--- config.mk ---
export PLATFORM = sky130hd
export DESIGN_NAME = led_string_boost_control
export DESIGN_NICKNAME = d
export VERILOG_FILES = /design/src/led_string_pkg.sv /design/src/boost_off_timer.sv /design/src/led_string_boost_control.sv
export SDC_FILE = /design/constraint.sdc
export NUM_CORES = 1
export LEC_CHECK = 0
export BUFFER_PORTS_ARGS = -buffer_cell sky130_fd_sc_hd__clkbuf_2
export CELL_PAD_IN_SITES_DETAIL_PLACEMENT = 2
export CELL_PAD_IN_SITES_GLOBAL_PLACEMENT = 2
export CORE_MARGIN = 1
export CORE_UTILIZATION = 40
export DETAILED_ROUTE_END_ITERATION = 10
export PLACE_DENSITY_LB_ADDON = 0.1
export SLEW_MARGIN = 25
export SYNTH_ARGS = -nofsm -noshare
export SYNTH_HDL_FRONTEND = slang
export SYNTH_SLANG_ARGS = --single-unit
--- constraint.sdc ---
create_clock -name clock_i -period 6.28 [get_ports clock_i]
set_input_delay 0.628 -clock clock_i [delete_from_list [all_inputs] [get_ports clock_i]]
set_output_delay 0.628 -clock clock_i [all_outputs]
set_load 0.05 [all_outputs]
--- src/led_string_pkg.sv ---
// shared constants and types for the led string boost controller
package led_string_pkg;

    // ------------------------------------------------------------
    // register map
    // ------------------------------------------------------------
    localparam logic [7:0] STRING_REF_OFFSET = 8'h20;
    localparam logic [7:0] BOOST_REF_OFFSET = 8'h21;
    localparam logic [7:0] STRING_REF_RESET = 8'h64;
    localparam logic [7:0] BOOST_REF_RESET = 8'h64;

    // ------------------------------------------------------------
    // timing
    // ------------------------------------------------------------
    localparam int CLOCK_HZ = 25000000;
    localparam int POWERUP_MS = 6;
    localparam int OPTIMISE_MS = 250;
    localparam int MIN_ON_NS = 2000;
    localparam int CLOCK_NS = 40;
    localparam int POWERUP_CYCLES = POWERUP_MS * (CLOCK_HZ / 1000);
    localparam int OPTIMISE_CYCLES = OPTIMISE_MS * (CLOCK_HZ / 1000);
    localparam int MIN_ON_CYCLES = (MIN_ON_NS + CLOCK_NS - 1) / CLOCK_NS;
    localparam int OFF_TIME_DEFAULT = 110;
    localparam logic [7:0] TRIM_MAX = 8'hFF;

    // ------------------------------------------------------------
    // sequencer states
    // ------------------------------------------------------------
    typedef enum logic [3:0] {
        ST_IDLE = 4'b0001,
        ST_POWERUP = 4'b0010,
        ST_OPTIMISE = 4'b0100,
        ST_RUN = 4'b1000
    } seq_state_type;

    // register write port
    typedef struct packed {
        logic write;
        logic [7:0] addr;
        logic [7:0] data;
    } reg_write_type;

    // comparator results from the analog front end
    typedef struct packed {
        logic boost_peak;
        logic string_low;
        logic string_out_of_reg;
    } sense_type;

endpackage

--- src/boost_off_timer.sv ---
// constant off-time boost switch gate control
`timescale 1ns/100ps

module boost_off_timer #(
    parameter int OFF_CYCLES = led_string_pkg::OFF_TIME_DEFAULT
) (
    // clock and reset
    input wire logic clock_i,
    input wire logic nrst_i,
    // control
    input wire logic run_i,
    input wire logic peak_i,
    // gate
    output logic gate_o
);

    logic gate_q;
    logic gate_d;
    logic [15:0] off_cnt_q;
    logic [15:0] off_cnt_d;

    always_comb begin
        gate_d = gate_q;
        off_cnt_d = off_cnt_q;
        if (!run_i) begin
            gate_d = 1'b0;
            off_cnt_d = 16'h0000;
        end else if (gate_q) begin
            if (peak_i) begin
                gate_d = 1'b0;
                off_cnt_d = 16'(OFF_CYCLES);
            end
        end else if (off_cnt_q > 16'h0001) begin
            off_cnt_d = off_cnt_q - 16'h0001;
        end else begin
            off_cnt_d = 16'h0000;
            gate_d = 1'b1;
        end
    end

    always_ff @(posedge clock_i or negedge nrst_i) begin
        if (!nrst_i) begin
            gate_q <= 1'b0;
            off_cnt_q <= 16'h0000;
        end else begin
            gate_q <= gate_d;
            off_cnt_q <= off_cnt_d;
        end
    end

    assign gate_o = gate_q;

    chk_off_time_held: assert property (@(posedge clock_i) disable iff (!nrst_i)
        (run_i && gate_q && peak_i) |=> !gate_q [*2])
        else $error("boost gate reopened too early");
    chk_off_count_load: assert property (@(posedge clock_i) disable iff (!nrst_i)
        (run_i && gate_q && peak_i) |=> off_cnt_q == 16'(OFF_CYCLES))
        else $error("boost off time not loaded at peak");
    chk_peak_turns_off: assert property (@(posedge clock_i) disable iff (!nrst_i)
        (gate_q && peak_i) |=> !gate_q)
        else $error("boost gate not turned off at peak");

endmodule // boost_off_timer

--- src/led_string_boost_control.sv ---
// sequencer, string gate and reference registers of the led string driver
`timescale 1ns/100ps

// Contract
// - after enable rises the string stays off for a 6 ms power-up delay.
// - then a roughly 250 ms optimisation runs before the string follows the dimming input.
// - the boost gate turns off three clocks after the peak comparator trips: two synchroniser stages, then the gate register.
// - after a peak event the boost gate stays off for exactly the programmed off-time.
// - the boost peak reference register at 0x21 sets the threshold and resets to 0x64.
// - the string reference register at 0x20 sets the source-sense target at 2 mV per step.
// - out of reset the string target is 0.2 V and the string current is regulated to it.
// - while running the string gate follows the dimming input in frequency and duty.
// - every string gate on period lasts at least 2 us, unless enable low or over-temperature ends the run first.
// - the optimiser adjusts its feedback sink to keep the string just in regulation.
// - the string loop watches the source sense and adjusts the string gate drive.
// - over-temperature shuts down and recovery repeats the full turn-on sequence.
// - enable low restores the register defaults for the next turn-on.
module led_string_boost_control #(
    parameter int POWERUP_CYCLES = led_string_pkg::POWERUP_CYCLES,
    parameter int OPTIMISE_CYCLES = led_string_pkg::OPTIMISE_CYCLES,
    parameter int OFF_CYCLES = led_string_pkg::OFF_TIME_DEFAULT
) (
    // clock and reset
    input wire logic clock_i,
    input wire logic nrst_i,
    // pins from outside
    input wire logic enable_i,
    input wire logic dimming_i,
    input wire logic over_temp_i,
    input wire led_string_pkg::sense_type sense_i,
    // register write port
    input wire led_string_pkg::reg_write_type reg_i,
    // outputs
    output logic string_gate_o,
    output logic boost_switch_gate_o,
    output logic [7:0] optimiser_feedback_sink_o,
    output logic [7:0] string_current_reference_o,
    output logic [7:0] boost_peak_current_reference_o,
    output logic [7:0] string_drive_o,
    output logic running_o
);

    // ------------------------------------------------------------
    // input synchronisers
    // ------------------------------------------------------------
    logic [5:0] sync1_q;
    logic [5:0] sync2_q;
    logic en_s, dim_s, hot_s, peak_s, low_s, oor_s;

    always_ff @(posedge clock_i or negedge nrst_i) begin
        if (!nrst_i) begin
            sync1_q <= 6'h00;
            sync2_q <= 6'h00;
        end else begin
            sync1_q <= {enable_i, dimming_i, over_temp_i, sense_i.boost_peak,
                        sense_i.string_low, sense_i.string_out_of_reg};
            sync2_q <= sync1_q;
        end
    end

    assign {en_s, dim_s, hot_s, peak_s, low_s, oor_s} = sync2_q;

    // ------------------------------------------------------------
    // sequencer
    // ------------------------------------------------------------
    led_string_pkg::seq_state_type state_q, state_d;
    logic [23:0] seq_cnt_q, seq_cnt_d;
    logic go;

    assign go = en_s && !hot_s;

    always_comb begin
        state_d = state_q;
        seq_cnt_d = seq_cnt_q;
        case (state_q)
            led_string_pkg::ST_IDLE: begin
                seq_cnt_d = 24'h000000;
                if (go) begin
                    state_d = led_string_pkg::ST_POWERUP;
                end
            end
            led_string_pkg::ST_POWERUP: begin
                if (!go) begin
                    state_d = led_string_pkg::ST_IDLE;
                end else if (seq_cnt_q == 24'(POWERUP_CYCLES - 1)) begin
                    seq_cnt_d = 24'h000000;
                    state_d = led_string_pkg::ST_OPTIMISE;
                end else begin
                    seq_cnt_d = seq_cnt_q + 24'h000001;
                end
            end
            led_string_pkg::ST_OPTIMISE: begin
                if (!go) begin
                    state_d = led_string_pkg::ST_IDLE;
                end else if (seq_cnt_q == 24'(OPTIMISE_CYCLES - 1)) begin
                    seq_cnt_d = 24'h000000;
                    state_d = led_string_pkg::ST_RUN;
                end else begin
                    seq_cnt_d = seq_cnt_q + 24'h000001;
                end
            end
            led_string_pkg::ST_RUN: begin
                if (!go) begin
                    state_d = led_string_pkg::ST_IDLE;
                end
            end
            default: begin
                state_d = led_string_pkg::ST_IDLE;
            end
        endcase
    end

    always_ff @(posedge clock_i or negedge nrst_i) begin
        if (!nrst_i) begin
            state_q <= led_string_pkg::ST_IDLE;
            seq_cnt_q <= 24'h000000;
        end else begin
            state_q <= state_d;
            seq_cnt_q <= seq_cnt_d;
        end
    end

    // ------------------------------------------------------------
    // reference registers
    // ------------------------------------------------------------
    logic [7:0] str_ref_q, str_ref_d, cref_q, cref_d;

    always_comb begin
        str_ref_d = str_ref_q;
        cref_d = cref_q;
        if (!en_s) begin
            str_ref_d = led_string_pkg::STRING_REF_RESET;
            cref_d = led_string_pkg::BOOST_REF_RESET;
        end else if (reg_i.write) begin
            if (reg_i.addr == led_string_pkg::STRING_REF_OFFSET) begin
                str_ref_d = reg_i.data;
            end
            if (reg_i.addr == led_string_pkg::BOOST_REF_OFFSET) begin
                cref_d = reg_i.data;
            end
        end
    end

    always_ff @(posedge clock_i or negedge nrst_i) begin
        if (!nrst_i) begin
            str_ref_q <= led_string_pkg::STRING_REF_RESET;
            cref_q <= led_string_pkg::BOOST_REF_RESET;
        end else begin
            str_ref_q <= str_ref_d;
            cref_q <= cref_d;
        end
    end

    // ------------------------------------------------------------
    // string gate with minimum on-time
    // ------------------------------------------------------------
    logic gate_q, gate_d;
    logic [7:0] on_cnt_q, on_cnt_d;
    logic run;

    assign run = (state_q == led_string_pkg::ST_RUN);

    always_comb begin
        gate_d = gate_q;
        on_cnt_d = on_cnt_q;
        if (!run) begin
            gate_d = 1'b0;
            on_cnt_d = 8'h00;
        end else if (!gate_q) begin
            if (dim_s) begin
                gate_d = 1'b1;
                on_cnt_d = 8'h01;
            end
        end else begin
            if (on_cnt_q < 8'(led_string_pkg::MIN_ON_CYCLES)) begin
                on_cnt_d = on_cnt_q + 8'h01;
            end
            if (!dim_s && on_cnt_q >= 8'(led_string_pkg::MIN_ON_CYCLES)) begin
                gate_d = 1'b0;
            end
        end
    end

    always_ff @(posedge clock_i or negedge nrst_i) begin
        if (!nrst_i) begin
            gate_q <= 1'b0;
            on_cnt_q <= 8'h00;
        end else begin
            gate_q <= gate_d;
            on_cnt_q <= on_cnt_d;
        end
    end

    // ------------------------------------------------------------
    // string drive and optimiser trim loops
    // ------------------------------------------------------------
    logic [7:0] drive_q, drive_d, trim_q, trim_d;
    logic active;

    assign active = (state_q == led_string_pkg::ST_OPTIMISE) || run;

    always_comb begin
        drive_d = drive_q;
        trim_d = trim_q;
        if (!active) begin
            drive_d = 8'h00;
            trim_d = 8'h00;
        end else begin
            if (low_s && drive_q != 8'hFF) begin
                drive_d = drive_q + 8'h01;
            end else if (!low_s && drive_q != 8'h00) begin
                drive_d = drive_q - 8'h01;
            end
            if (oor_s && trim_q != led_string_pkg::TRIM_MAX) begin
                trim_d = trim_q + 8'h01;
            end else if (!oor_s && trim_q != 8'h00) begin
                trim_d = trim_q - 8'h01;
            end
        end
    end

    always_ff @(posedge clock_i or negedge nrst_i) begin
        if (!nrst_i) begin
            drive_q <= 8'h00;
            trim_q <= 8'h00;
        end else begin
            drive_q <= drive_d;
            trim_q <= trim_d;
        end
    end

    // ------------------------------------------------------------
    // boost switch
    // ------------------------------------------------------------
    logic boost_gate;
    logic running_q;

    boost_off_timer #(
        .OFF_CYCLES(OFF_CYCLES)
    ) u_boost (
        .clock_i(clock_i),
        .nrst_i(nrst_i),
        .run_i(active),
        .peak_i(peak_s),
        .gate_o(boost_gate)
    );

    always_ff @(posedge clock_i or negedge nrst_i) begin
        if (!nrst_i) begin
            running_q <= 1'b0;
        end else begin
            running_q <= run;
        end
    end

    assign string_gate_o = gate_q;
    assign boost_switch_gate_o = boost_gate;
    assign optimiser_feedback_sink_o = trim_q;
    assign string_current_reference_o = str_ref_q;
    assign boost_peak_current_reference_o = cref_q;
    assign string_drive_o = drive_q;
    assign running_o = running_q;

    chk_min_on_time: assert property (@(posedge clock_i) disable iff (!nrst_i)
        $rose(gate_q) |=> gate_q [*8])
        else $error("string gate on period too short");
    chk_min_on_count: assert property (@(posedge clock_i) disable iff (!nrst_i)
        (run && go && gate_q && on_cnt_q < 8'(led_string_pkg::MIN_ON_CYCLES)) |=> gate_q)
        else $error("string gate dropped before minimum on-time");
    chk_gate_off_idle: assert property (@(posedge clock_i) disable iff (!nrst_i)
        !run |=> !gate_q)
        else $error("string gate on outside run");
    chk_abort_sequence: assert property (@(posedge clock_i) disable iff (!nrst_i)
        (state_q == led_string_pkg::ST_POWERUP && !go) |=>
        state_q == led_string_pkg::ST_IDLE)
        else $error("sequence not aborted");
    chk_powerup_to_opt: assert property (@(posedge clock_i) disable iff (!nrst_i)
        (state_q == led_string_pkg::ST_OPTIMISE && $past(state_q) !=
        led_string_pkg::ST_OPTIMISE) |-> $past(seq_cnt_q) == 24'(POWERUP_CYCLES - 1))
        else $error("power-up delay wrong");
    chk_opt_to_run: assert property (@(posedge clock_i) disable iff (!nrst_i)
        $rose(run) |-> $past(seq_cnt_q) == 24'(OPTIMISE_CYCLES - 1))
        else $error("optimise time wrong");
    chk_gate_follows: assert property (@(posedge clock_i) disable iff (!nrst_i)
        (run && !gate_q && dim_s && go) |=> gate_q)
        else $error("string gate missed dimming edge");
    chk_stretch_end: assert property (@(posedge clock_i) disable iff (!nrst_i)
        (run && go && gate_q && !dim_s && on_cnt_q >= 8'(led_string_pkg::MIN_ON_CYCLES))
        |=> !gate_q)
        else $error("string gate late off");
    chk_defaults_back: assert property (@(posedge clock_i) disable iff (!nrst_i)
        !en_s |=> str_ref_q == led_string_pkg::STRING_REF_RESET &&
        cref_q == led_string_pkg::BOOST_REF_RESET)
        else $error("defaults not restored");
    chk_boost_off_idle: assert property (@(posedge clock_i) disable iff (!nrst_i)
        !active |=> !boost_gate)
        else $error("boost gate on while stopped");

endmodule // led_string_boost_control

== Yosys cells after proc, flatten, opt, wreduce, memory -nomap -nowiden ==
Cells that the tools add are included.

* Bits in latches: 0
* Output and inout bits: 35
* Register bits after elaboration: 99
* Bits in writable memories: 0
* Logic and storage cells: 106
* ROM bits: 0
* Bits of input ports: 25
* Memories kept: 0

* $lt $le $gt $ge: 3
* Bitwise operators: 0
* Multiplexer cells: 40
* Divide/modulo/power cells: 0
* Shift operators: 0
* Add/sub/neg operators: 7
* Equal/unequal tests: 24
* Reduce and logical (&&, ||, !) cells: 19
* $mul: 0

{| class="wikitable"
|+ Operators with widths
! cell !! count
|-
| $mux 8 || 16
|-
| $mux 24 || 4
|-
| $pmux 24 s3 || 1
|-
| $mux 16 || 4
|-
| $add 24x1->24 const B || 1
|-
| $add 8x1->8 const B || 3
|-
| $eq 24x18->1 const B || 1
|-
| $eq 24x23->1 const B || 1
|-
| $mux 4 || 6
|-
| $ne 3x3->1 const B || 6
|-
| $eq 8x6->1 const B || 2
|-
| $gt 16x1->1 const B || 1
|-
| $ne 8x8->1 const B || 2
|-
| $pmux 4 s4 || 1
|-
| $reduce_bool 8->1 || 2
|-
| $sub 16x1->16 const B || 1
|-
| $sub 8x1->8 const B || 2
|-
| $ne 2x2->1 const B || 5
|-
| $ge 8x6->1 const B || 1
|-
| $lt 8x6->1 const B || 1
|-
| $mux 1 || 8
|-
| $logic_and 1x1->1 || 6
|-
| $reduce_and 2->1 || 3
|-
| $eq 4x1->1 const B || 1
|-
| other kinds (10) || 14
|}

== Longest topological paths before layout ==
* Word-level depth: 5
* Depth in mapped cells: 10

== Modules after synthesis ==
Synthesis repeated with hierarchy kept, for this count alone.

* Cells, all modules: 577
* Area total of the unflattened synthesis: 5616.6 um^2

{| class="wikitable"
|+ Modules (own cells, without submodules)
! module !! times used !! area each (um^2) !! cells each
|-
| led_string_boost_control || 1 || 4533.1 || 460
|-
| boost_off_timer || 1 || 1083.5 || 117
|}

== Worst setup path after synthesis ==
No wires, ideal clock.

* Path kind: flip-flop to flip-flop
* Start point: register drive_q[1] (netlist: string_drive_o[1])
* End point: register drive_q[6] (netlist: string_drive_o[6])
* Path slack: 3.388 ns
* Data arrival time: 2.796 ns
* Required time: 6.185 ns
* Setup time: 0.095 ns
* Stages on the path, launching flop included: 10
* Clock period less this slack: 2.892 ns
* Cells stage by stage: dfrtp_1 > nand4_1 > o21ai_0 > ha_1 > nor2b_1 > o21a_1 > o21ai_0 > a21boi_0 > o21a_1 > o31ai_1

* Cells in the longest elaborated chain, start to end: 4

{| class="wikitable"
|+ Ends and longest elaborated chain
! element !! line !! source
|-
| start: declaration || led_string_boost_control.sv:197 || <nowiki>logic [7:0] drive_q, drive_d, trim_q, trim_d;</nowiki>
|-
| start signal: assignment || led_string_boost_control.sv:227 || <nowiki>drive_q <= drive_d;</nowiki>
|-
| $sub 8x1->8 or $ne 8x8->1 (tied branches) || led_string_boost_control.sv:212, led_string_boost_control.sv:209 ||
|-
| $mux 8 or $logic_and 1x1->1 (tied branches) || led_string_boost_control.sv:211, led_string_boost_control.sv:209 ||
|-
| $mux 8 || led_string_boost_control.sv:209 || <nowiki>if (low_s && drive_q != 8'hFF) begin</nowiki>
|-
| $mux 8 || led_string_boost_control.sv:205 || <nowiki>if (!active) begin</nowiki>
|}

Parallel ways exist; a longest one is shown, timed or not. The select of a mux whose other input is x is not followed.
A chain may end at the register's enable or synchronous reset.

== Worst setup path in the final report ==
Same ends and word-level chain as after synthesis.

==> metrics.txt <==
Slew HR between 30% and 40%; final worst setup slack 3.44 ns; worst setup path startpoint string_drive_o[1]; type of the tightest min-delay check in -> async; root buf cell clkbuf_16; synthesized instance count 522; aggregate routed wire length 14000 µm; leakage roughly 2.7 nW; #FFs+latches synth 99; GRT Util Overall a little under a quarter; slowest stage cell, crit path o21ai_1; Worst path max stage delay around 0.54 ns; Syn Area/Cell slightly below 10 µm²; Critical Path RT around 6.5 ns; largest net degree at the start of global routing 80; die area 0.0134 mm²; number of CTS-inserted buffers 9; CP Class reg -> reg; Worst Path Buf+Inv 1; number of diodes 0; Post-Layout Inst Area just under 0.006 mm²; reported max-cap violation count 0; post-cts hold buffer count 0; starting density of the core approximately two fifths; Final GP Congestion around 0.79; core box area roughly 0.013 mm²; vias between 4000 and 5000; layout cell share with drive strength beyond 1 around 18%; worst reg2reg startpoint string_drive_o[1]; VDD IR max around 150 µV; syn_nets 566; r2r setup slk 3.44 ns; Resize count post-CTS 0; unrepaired setup endpoints after global routing no; DR iter-0 viols 98; nets roughly 630; sequential fraction of the synthesis area a little under half; top cell type by total area after synthesis dfrtp_1; CP top delay family compound AO/OA/AOI/OAI gates; CTS sink cnt between 90 and 100; worst skew pair latency about 0.35 ns; critical path capture point string_drive_o[6]; vias in the first global route between 4000 and 5000; post-placement setup slack roughly 3.1 ns; initial antenna violation count 0; Post-synth EDFFs 0; top cells by count, synth dfrtp_1, nor2_1, nand2_1; Final Critical Period 2.84 ns; Post-DP Area 0.00565 mm²; Cell variety after synth 65; drc violations 0; CTS max path bufs 2; Crit Reg-Reg Endpoint string_drive_o[6]; max-slew violation count 0; status finished, final reports clean; setup TNS 0 ns; Final ANT Viol Nets 0; Main synth FF type dfrtp_1; post-CTS setup buffer count 0; die height ~120 µm; input/output buffers around 60; HPWL after DPL around 10000 µm; fmax ~350 MHz; WL/cell 18.4 µm; Pre-antenna DRT Iters 6; CP arrival about 3.1 ns; Die Wd between 100 and 150 µm; number of instances in the placed design 743; setup skew after layout 0.00475 ns; CP Capture Type flop; worst-margin pin slew just over 0.9 ns; H-tree Lvls 3; worst-path fanout max 8; number of cells on the critical path 10; synth-to-layout area growth 14.3%; worst r2r path cells 10; first-pass GRT wire length 23600 µm; IO Pins 60; Final Hold Fails 0; grt total ovfl 0; Synth Warn # 0; share of Yosys cell area claimed by the top area cell type between 40% and 50%; Via density 5.52; FFs w/ async S/R, synth 100%; P per Cell Area ~210 mW/mm²; Synth area leaders dfrtp_1, nor2_1, ha_1; crit start category flop; Tcrit/Tclk final a little under half; CTS tree built; cell with the most instances after synthesis dfrtp_1; Rows 41; endpoints failing setup 0; worst path cell trace nand4_1 -> o21ai_1 -> inv_1 -> fa_1 -> nor2b_1 -> o21a_1 -> o21ai_0 -> a21boi_0 -> nor3_1 -> o31ai_1; Post-Syn Area slightly above 0.005 mm²; Fill cells 1374; Clk pin slew, worst setup/hold paths 0.07 ns; post-route insts no fill ~760
==> sequential cells by signal (all words and copies together) (netlist names) <==
name,flops
sync2_q,6
on_cnt_q,8
sync1_q,6
u_boost.gate_o,1
string_drive_o,8
optimiser_feedback_sink_o,8
seq_cnt_q,24
boost_peak_current_reference_o,8
state_q,4
string_gate_o,1
u_boost.off_cnt_q,16
string_current_reference_o,8
running_o,1
==> worst min path at each step <==
stage | from | cells after the start | to
global placement | sync1_q[3] | 0 | sync2_q[3]
detailed placement | sync1_q[5] | 0 | sync2_q[5]
global route | nrst_i | 1 | boost_peak_current_reference_o[3]
floorplan | nrst_i | 0 | boost_peak_current_reference_o[0]
finish | nrst_i | 1 | string_current_reference_o[3]
CTS | nrst_i | 1 | string_current_reference_o[3]
==> worst reg2reg max path: stages (launching register included) <==
cell      delay, ns
dfrtp_1        0.42
nand4_1        0.18
o21ai_1        0.54
inv_1          0.13
fa_1           0.43
nor2b_1        0.15
o21a_1         0.15
o21ai_0        0.13
a21boi_0       0.31
nor3_1         0.08
o31ai_1        0.24
==> layout by cell type, fill, tap and decap left out, drive strengths merged, types with 10 or more instances in the layout <==
cell type and count:
nand2 41, mux2i 19, nand3 18, xor2 19
inv 23, nor2 69, o21ai 24, nor2b 13
ha 17, nor4 10, nor3 18, xnor2 19
clkbuf 71, a21oi 18, nand4 15, dfrtp 92
==> final cells by class <==
type / count / area, µm² / area share [%]
Clock buffer: 13 / 250 / 4.22
Clock inverter: 2 / 12.5 / 0.211
Inverter: 23 / 86.3 / 1.46
Multi-Input combinational cell: 388 / 2560 / 43.2
Sequential cell: 99 / 2490 / 42.0
Tap cell: 172 / 215 / 3.63
Timing Repair Buffer: 61 / 317 / 5.34
==> cell families after synthesis <==
kind of cell	share of synthesized area [%]
AOI/OAI and AO/OA	10.8
DFF	48.0
and+or+nand+nor	23.2
xor gates and xnor gates	6.42
adders and majority gates	4.88
muxes	3.89
buffers and inverters	2.80
==> metrics by stage <==
stage / hold slack [ns] / power [W] / utilization (%)
after global routing: 0.169 / 0.00128 / 46.9
final: 0.164 / 0.00122 / 46.9
after floorplan: 0.331 / 0.000692 / -
after detailed placement: 0.337 / 0.000725 / 44.8
after global placement: 0.333 / 0.000721 / 44.8
after CTS: 0.158 / 0.00125 / 46.9
==> report_power, final <==
group	internal [W]	switching (W)	total (W)
Combinational	0.0000208	0.0000414	0.0000623
Clock	0.000277	0.000235	0.000512
Sequential	0.000643	0.00000590	0.000649
==> layer usage <==
| metal | GRT usage, % | share of wire (%) | up-vias |
|---|---|---|---|
| met5 | 0 | 0 | - |
| met4 | 6.24 | 1.1 | 0 |
| met3 | 5.70 | 4.1 | 14 |
| met2 | 41.0 | 51 | 65 |
| met1 | 27.4 | 43 | 2136 |
| li1 | - | - | 1967 |
No activity file was read; power rests on OpenSTA's default activity.
